--- src/ctu_pkg.sv ---
package ctu_pkg;

  // ----------------------------------------------------------------
  // Register map
  // ----------------------------------------------------------------
  localparam logic [11:0] CTRL_ADDR = 12'h000;
  localparam logic [11:0] STAT_ADDR = 12'h004;

  // ----------------------------------------------------------------
  // Control register fields and reset
  // ----------------------------------------------------------------
  localparam int UNIT_ON_BIT = 15;
  localparam int IDLE_STOP_BIT = 13;
  localparam int DELAY_GEN_ON_BIT = 12;
  localparam int HW_EDGE_SELECT_BIT = 11;
  localparam int EDGE_ORDER_ON_BIT = 10;
  localparam int SOURCE_GROUND_BIT = 9;
  localparam int ADC_TRIGGER_ON_BIT = 8;
  localparam logic [15:0] CTRL_RESET = 16'h0000;
  localparam logic [15:0] CTRL_WMASK = 16'hBF00;

  // Status register: edge_status_flags in bits 1:0
  localparam int EDGE1_BIT = 0;
  localparam int EDGE2_BIT = 1;
  localparam logic [1:0] FLAGS_RESET = 2'h0;

  // Control word as stored, bit 15 first
  typedef struct packed {
    logic unit_on;
    logic rsvd_14;
    logic idle_stop;
    logic delay_gen_on;
    logic hw_edge_select;
    logic edge_order_on;
    logic source_ground;
    logic adc_trigger_on;
    logic [7:0] rsvd_lo;
  } ctrl_s;

  // One bit for each edge channel
  typedef struct packed {
    logic edge2;
    logic edge1;
  } edge_pair_s;

endpackage : ctu_pkg

--- src/edge_sync_detect.sv ---
module edge_sync_detect (
  // Clock and reset
  input wire logic clk_i,
  input wire logic rstn_i,
  // Asynchronous edge pins
  input ctu_pkg::edge_pair_s pin_i,
  // One-cycle rising-edge pulses
  output ctu_pkg::edge_pair_s rise_o
);
  import ctu_pkg::*;

  logic [1:0] meta;
  logic [1:0] sync;
  logic [1:0] prev;

  // ----------------------------------------------------------------
  // Two-stage synchroniser and edge detect per channel
  // ----------------------------------------------------------------
  genvar g;
  generate
    for (g = 0; g < 2; g++) begin : gen_chan
      always_ff @(posedge clk_i or negedge rstn_i) begin
        if (!rstn_i) begin
          meta[g] <= 1'b0;
          sync[g] <= 1'b0;
          prev[g] <= 1'b0;
        end else begin
          meta[g] <= pin_i[g];
          sync[g] <= meta[g];
          prev[g] <= sync[g];
        end
      end
    end
  endgenerate

  // Only the second stage feeds the detector
  assign rise_o = edge_pair_s'(sync & ~prev);

endmodule : edge_sync_detect

--- src/charge_time_unit_control.sv ---
// What this block does
// - Unit runs only while unit_on, bit 15, is one.
// - With idle_stop, bit 13, the unit halts while the processor idles.
// - delay_gen_on, bit 12, turns edge delay generation on or off.
// - hw_edge_select, bit 11: edges from timers and pins, else software flags.
// - edge_order_on, bit 10: edge 2 ignored until edge 1 occurred.
// - source_ground, bit 9, grounds the current source output.
// - adc_trigger_on, bit 8, lets the unit start ADC conversions.
// - Bits 14 and 7 to 0 read zero and ignore writes.
module charge_time_unit_control (
  // Clock and reset
  input wire logic MCLK_I,
  input wire logic RSTN_I,
  // APB slave
  input wire logic PSEL_I,
  input wire logic PENABLE_I,
  input wire logic PWRITE_I,
  input wire logic [11:0] PADDR_I,
  input wire logic [31:0] PWDATA_I,
  output logic [31:0] PRDATA_O,
  output logic PREADY_O,
  output logic PSLVERR_O,
  // Edge sources and processor state
  input ctu_pkg::edge_pair_s EDGE_PIN_I,
  input ctu_pkg::edge_pair_s TIMER_EDGE_I,
  input wire logic IDLE_I,
  // Analog and ADC controls
  output logic CURRENT_ON_O,
  output logic SRC_GND_O,
  output logic DELAY_GEN_O,
  output logic ADC_SOC_O
);
  import ctu_pkg::*;

  ctrl_s ctrl;
  ctrl_s next_ctrl;
  edge_pair_s flags;
  edge_pair_s next_flags;
  edge_pair_s pin_rise;
  edge_pair_s evt;
  logic [31:0] next_prdata;
  logic next_current_on;
  logic next_src_gnd;
  logic next_delay_gen;
  logic next_adc_soc;
  logic run;
  logic setup;
  logic wr_ctrl;
  logic wr_stat;
  logic mapped;
  logic set2;

  // ----------------------------------------------------------------
  // Edge pin synchronisers
  // ----------------------------------------------------------------
  edge_sync_detect u_sync (
    .clk_i(MCLK_I),
    .rstn_i(RSTN_I),
    .pin_i(EDGE_PIN_I),
    .rise_o(pin_rise)
  );

  // ----------------------------------------------------------------
  // APB decode
  // ----------------------------------------------------------------
  // Zero-wait slave: access phase always completes
  assign setup = PSEL_I && !PENABLE_I;
  assign mapped = (PADDR_I == CTRL_ADDR) || (PADDR_I == STAT_ADDR);
  assign wr_ctrl = PSEL_I && PENABLE_I && PWRITE_I && (PADDR_I == CTRL_ADDR);
  assign wr_stat = PSEL_I && PENABLE_I && PWRITE_I && (PADDR_I == STAT_ADDR);
  assign PREADY_O = 1'b1;
  assign PSLVERR_O = PSEL_I && PENABLE_I && !mapped;

  // Read data captured in the setup cycle
  always_comb begin
    next_prdata = PRDATA_O;
    if (setup) begin
      if (PADDR_I == CTRL_ADDR) begin
        next_prdata = {16'h0000, ctrl};
      end else if (PADDR_I == STAT_ADDR) begin
        next_prdata = {30'h0000_0000, flags};
      end else begin
        next_prdata = 32'h0000_0000;
      end
    end
  end

  always_ff @(posedge MCLK_I or negedge RSTN_I) begin
    if (!RSTN_I) begin
      PRDATA_O <= 32'h0000_0000;
    end else begin
      PRDATA_O <= next_prdata;
    end
  end

  // ----------------------------------------------------------------
  // Control register
  // ----------------------------------------------------------------
  // Reserved positions masked off on write
  always_comb begin
    next_ctrl = ctrl;
    if (wr_ctrl) begin
      next_ctrl = ctrl_s'(PWDATA_I[15:0] & CTRL_WMASK);
    end
  end

  always_ff @(posedge MCLK_I or negedge RSTN_I) begin
    if (!RSTN_I) begin
      ctrl <= ctrl_s'(CTRL_RESET);
    end else begin
      ctrl <= next_ctrl;
    end
  end

  // ----------------------------------------------------------------
  // Edge events and status flags
  // ----------------------------------------------------------------
  // Running unless disabled or halted in idle
  assign run = ctrl.unit_on && !(ctrl.idle_stop && IDLE_I);

  // Hardware sources or software writes of ones
  always_comb begin
    if (ctrl.hw_edge_select) begin
      evt = pin_rise | TIMER_EDGE_I;
    end else if (wr_stat) begin
      evt = edge_pair_s'(PWDATA_I[1:0]);
    end else begin
      evt = edge_pair_s'(2'h0);
    end
  end

  // Edge 2 gated by edge 1 when ordering is on
  assign set2 = evt.edge2 && (!ctrl.edge_order_on || flags.edge1);

  // Writing zero clears a flag; a same-cycle edge wins
  always_comb begin
    next_flags = flags;
    if (!ctrl.unit_on) begin
      next_flags = edge_pair_s'(FLAGS_RESET);
    end else if (run) begin
      if (wr_stat) begin
        next_flags = edge_pair_s'(PWDATA_I[1:0] & flags);
      end
      if (evt.edge1) begin
        next_flags.edge1 = 1'b1;
      end
      if (set2) begin
        next_flags.edge2 = 1'b1;
      end
    end
  end

  always_ff @(posedge MCLK_I or negedge RSTN_I) begin
    if (!RSTN_I) begin
      flags <= edge_pair_s'(FLAGS_RESET);
    end else begin
      flags <= next_flags;
    end
  end

  // ----------------------------------------------------------------
  // Analog and ADC outputs
  // ----------------------------------------------------------------
  // Current flows between edge 1 and edge 2
  always_comb begin
    next_src_gnd = ctrl.source_ground;
    next_current_on = run && flags.edge1 && !flags.edge2 && !ctrl.source_ground;
    next_delay_gen = run && ctrl.delay_gen_on && flags.edge1 && !flags.edge2;
    next_adc_soc = run && ctrl.adc_trigger_on && set2 && !flags.edge2;
  end

  always_ff @(posedge MCLK_I or negedge RSTN_I) begin
    if (!RSTN_I) begin
      CURRENT_ON_O <= 1'b0;
      SRC_GND_O <= 1'b0;
      DELAY_GEN_O <= 1'b0;
      ADC_SOC_O <= 1'b0;
    end else begin
      CURRENT_ON_O <= next_current_on;
      SRC_GND_O <= next_src_gnd;
      DELAY_GEN_O <= next_delay_gen;
      ADC_SOC_O <= next_adc_soc;
    end
  end

  // ----------------------------------------------------------------
  // Checks
  // ----------------------------------------------------------------
  chk_unit_off_quiet: assert property (
    @(posedge MCLK_I) disable iff (!RSTN_I)
    !ctrl.unit_on |=> (flags == 2'h0) && !CURRENT_ON_O && !ADC_SOC_O && !DELAY_GEN_O)
    else $error("unit off but activity seen");

  chk_idle_freeze: assert property (
    @(posedge MCLK_I) disable iff (!RSTN_I)
    (ctrl.unit_on && ctrl.idle_stop && IDLE_I) |=> $stable(flags) && !CURRENT_ON_O)
    else $error("flags moved while halted in idle");

  chk_delay_gate: assert property (
    @(posedge MCLK_I) disable iff (!RSTN_I)
    DELAY_GEN_O |-> $past(ctrl.delay_gen_on) && $past(flags.edge1))
    else $error("delay output without enable");

  chk_sw_edges_only: assert property (
    @(posedge MCLK_I) disable iff (!RSTN_I)
    (!ctrl.hw_edge_select && !wr_stat) |=> (flags & ~$past(flags)) == 2'h0)
    else $error("edge flag set without software write");

  chk_edge_order: assert property (
    @(posedge MCLK_I) disable iff (!RSTN_I)
    (ctrl.edge_order_on && !flags.edge1 && !flags.edge2) |=> !flags.edge2)
    else $error("edge 2 taken before edge 1");

  chk_source_ground: assert property (
    @(posedge MCLK_I) disable iff (!RSTN_I)
    ctrl.source_ground |=> SRC_GND_O && !CURRENT_ON_O)
    else $error("source not grounded");

  chk_adc_trigger: assert property (
    @(posedge MCLK_I) disable iff (!RSTN_I)
    ADC_SOC_O |-> $past(ctrl.adc_trigger_on) && flags.edge2 ##1 !ADC_SOC_O)
    else $error("bad conversion trigger");

  chk_reserved_zero: assert property (
    @(posedge MCLK_I) disable iff (!RSTN_I)
    wr_ctrl |=> (ctrl.rsvd_14 == 1'b0) && (ctrl.rsvd_lo == 8'h00) ##1
      (PRDATA_O[14] == 1'b0 || !$past(setup && PADDR_I == CTRL_ADDR)))
    else $error("reserved control bit set");

endmodule : charge_time_unit_control

--- config.mk ---
export PLATFORM = sky130hd
export DESIGN_NAME = charge_time_unit_control
export DESIGN_NICKNAME = d
export VERILOG_FILES = /design/src/ctu_pkg.sv /design/src/edge_sync_detect.sv /design/src/charge_time_unit_control.sv
export SDC_FILE = /design/constraint.sdc
export NUM_CORES = 1
export LEC_CHECK = 0
export BUFFER_PORTS_ARGS = -buffer_cell sky130_fd_sc_hd__buf_2
export CORE_MARGIN = 2
export CORE_UTILIZATION = 37
export DETAILED_ROUTE_END_ITERATION = 8
export PLACE_DENSITY = 0.73
export SYNTH_ARGS = -nofsm -noshare
export SYNTH_HDL_FRONTEND = slang
export SYNTH_SLANG_ARGS = --single-unit
export TNS_END_PERCENT = 10
--- constraint.sdc ---
create_clock -name MCLK_I -period 1.36 [get_ports MCLK_I]
set_clock_uncertainty 0.2 [all_clocks]
set_input_delay 0.204 -clock MCLK_I [delete_from_list [all_inputs] [get_ports MCLK_I]]
set_output_delay 0.204 -clock MCLK_I [all_outputs]
set_load 0.03 [all_outputs]
==> key figures <==
Logic synthesis
  – Post-synthesis mux area share: 5.06%
  – Seq/Total Area, Yosys: 52.5%
  – Synth Area in Simple Gates: between 10 and 15%
  – Mapped cell area: 1340 um^2
  – Most numerous cell in the Yosys netlist: dfrtp_1
  – Synth Area in Compound Gates: 11.7%
  – Number of synthesized flops with an enable pin: 0
  – Main combinational cell family by area after synthesis: buffers and inverters
  – Avg Cell Area, Syn: ~12 um^2
  – Yosys top cell by area: dfrtp_1
  – Post-synthesis register bit count: 28
  – Post-Synth Adder-Cell Area: 0%
  – Synth warn: 0
  – Post-Synth XOR/XNOR Area: 0%
  – Unique cell type count in the Yosys netlist: 28
  – Post-synth top area share: 52.5%
  – Ys flop type: dfrtp_1
  – Synth cell count leaders: 28 x dfrtp_1, 24 x buf_4, 8 x nand2_1
  – Synth top area cells: dfrtp_1 52%, buf_4 13%, mux2_2 5.1%
  – Asr flop ratio synth: between 90% and 100%
  – Gate Count Post-Synth: 116

Setup path
  – Max FO, Critical Path: 2
  – Critical Path Sink Type: primary output
  – Critical Path RT: 960 ps
  – Critical path type: primary input to primary output
  – Worst setup SP type: primary input
  – WP data arrival: 1300 ps

Die
  – IO Count: a little over 90
  – Num rows: 21
  – Die Height: 64.1 um
  – Die area: 4100 um^2
  – Chip Width: 64.1 um
  – Core Area: 3390 um^2
  – Starting Density: 39.4%

Layout
  – Filler cell count: ~300
  – Antenna diodes: 0
  – Non-filler cells, final: roughly 240
  – Proportion of layout cells with a drive suffix above 1: 41.9%
  – Layout Nets: 246
  – Area growth syn-to-layout: 40.6%

Flow run
  – Max-cap violations: 0

Timing
  – Min Tclk post-route: roughly 1700 ps
  – Setup TNS: -4760 ps
  – Peak Freq: 586 MHz
  – Final period utilization: 126%
  – Final Hold Fails: 0
  – Fin worst setup slack: -347 ps
  – Setup violators final: 18
  – Pins Over Slew Limit: 0
  – RSZ-0062 raised after global routing: yes

Drt
  – Vias: 1043
  – Wire length per cell: approximately 12 um
  – Final wirelength: 2840 um
  – DRC viols: 0
  – Initial DRT Pass Iterations: 4
  – Drt first-iter violations: 73
  – DRT antenna net count: 0
  – Via-to-Cell Ratio: 4.40

Clock tree
  – CTS max path bufs: 2
  – H-tree depth: 1
  – Worst-Skew Late Latency: roughly 320 ps
  – CTS Root Cell: clkbuf_4
  – CTS buffer count: 3
  – CTS sink count: 28
  – Clock-pin slew on the worst setup and hold paths: 140 ps
  – TritonCTS clock tree: yes

Status
  – Status: complete, but fails checks
  – Failing checks: negative setup slack

Power and ir drop
  – Power Dens Cells: 858 nW/um^2
  – Peak VDD IR: 0.000744 V
  – Leakage Power: 0.00103 uW

Global route
  – Number of global-route vias before repair: 982
  – Initial antenna violation count: 0
  – First-pass GRT wire length: 4550 um
  – Gr ovfl total: 0
  – Pin count of the biggest net entering global routing: 29
  – Gr usage total: 14.2%

Place
  – IO Port Bufs: 44
  – RD Place Congestion: 0.818
  – Setup Slack @ Placement: -670 ps
  – DPL Wire Length: 2100 um
  – Dpl cells: 218

Worst hold path
  – Worst Hold Class: primary input to flip-flop
==> path summary, 6_finish.rpt <==
check | cells past startpoint | endpoint | start | slack [ps]
worst max-delay path | 6 | PSLVERR_O | PADDR_I[3] | -350
worst min-delay path | 4 | PRDATA_O[0] | PADDR_I[2] | 70
worst max register to register | 4 | flags[1] | u_sync.sync[1] | -80
worst min register to register | 0 | u_sync.sync[0] | u_sync.meta[0] | 170
max in group asynchronous | 3 | ctrl[15] | RSTN_I | 520
min in group asynchronous | 3 | PRDATA_O[8] | RSTN_I | 180
==> state kept, by name, indices dropped and copies added (netlist names) <==
name	cells
u_sync.meta	2
ADC_SOC_O	1
SRC_GND_O	1
CURRENT_ON_O	1
flags	2
u_sync.sync	2
DELAY_GEN_O	1
ctrl	6
next_src_gnd	1
PRDATA_O	9
u_sync.prev	2
==> stage by stage <==
stage / hold slack, ps / total power [uW] / cell area (um^2) / utilization, %
6_report: 68.8 / 1610 / 1880 / 55.4
5_1_grt: 43.5 / 1700 / 1880 / 55.4
4_1_cts: 64.3 / 1620 / 1870 / 55.1
3_5_place_dp: 16.4 / 1060 / 1620 / 47.9
3_3_place_gp: 16.9 / 1060 / 1620 / 47.9
2_1_floorplan: -292 / 1030 / 1420 / -
==> power by group <==
| group | switching [uW] | leakage, uW | internal [uW] |
|---|---|---|---|
| clock | 231 | 0.0000279 | 298 |
| sequential | 2.84 | 0.000372 | 842 |
| combinational | 152 | 0.000625 | 84.3 |
==> worst max-delay path: stages <==
cell	delay (ps)
buf_6	90
or4_4	530
buf_6	140
nor3_4	110
nor2_1	60
buf_4	160
==> cell type report <==
| cell class | count | area [um^2] | area share, % |
|---|---|---|---|
| clock buffer | 3 | 22.5 | 1.20 |
| timing repair buffer | 74 | 499 | 26.6 |
| sequential | 28 | 701 | 37.3 |
| multi-input combinational | 80 | 548 | 29.2 |
| inverter | 5 | 18.8 | 1.00 |
| tap | 46 | 57.6 | 3.07 |
| clock inverter | 1 | 30.0 | 1.60 |
==> kinds of logic (layout without fill, tap and decap cells) <==
group           after synthesis  in the layout
buf+inv                      30             83
simple gates                 29             29
flops                        28             28
compound gates               21             21
mux                           6              6
other cells                   2             24
==> metal layers <==
layer	GRT usage, %	vias up	wire [um]
met2	22.7	42	1400
li1	-	510	-
met1	18.9	487	1230
met3	4.05	4	181
met4	4.08	0	40
met5	0	-	0
==> cells in the final DEF, fill, tap and decap left out, drive strengths merged, types with 4 or more instances in the layout <==
master        n
inv           5
nand2         8
a22o          7
buf          63
dfrtp        28
conb         24
o21ai         4
mux2          6
dlygate4sd3  11
==> repair_timing <==
item	in CTS	in global routing
gates cloned	0	0
hold buffers	11	0
pin swaps	7	0
endpoints found under the hold margin	39	0
resized for setup	14	0
setup buffers	3	1
setup endpoints to repair	20	26
Note: power is estimated with default switching activity, not from simulation.
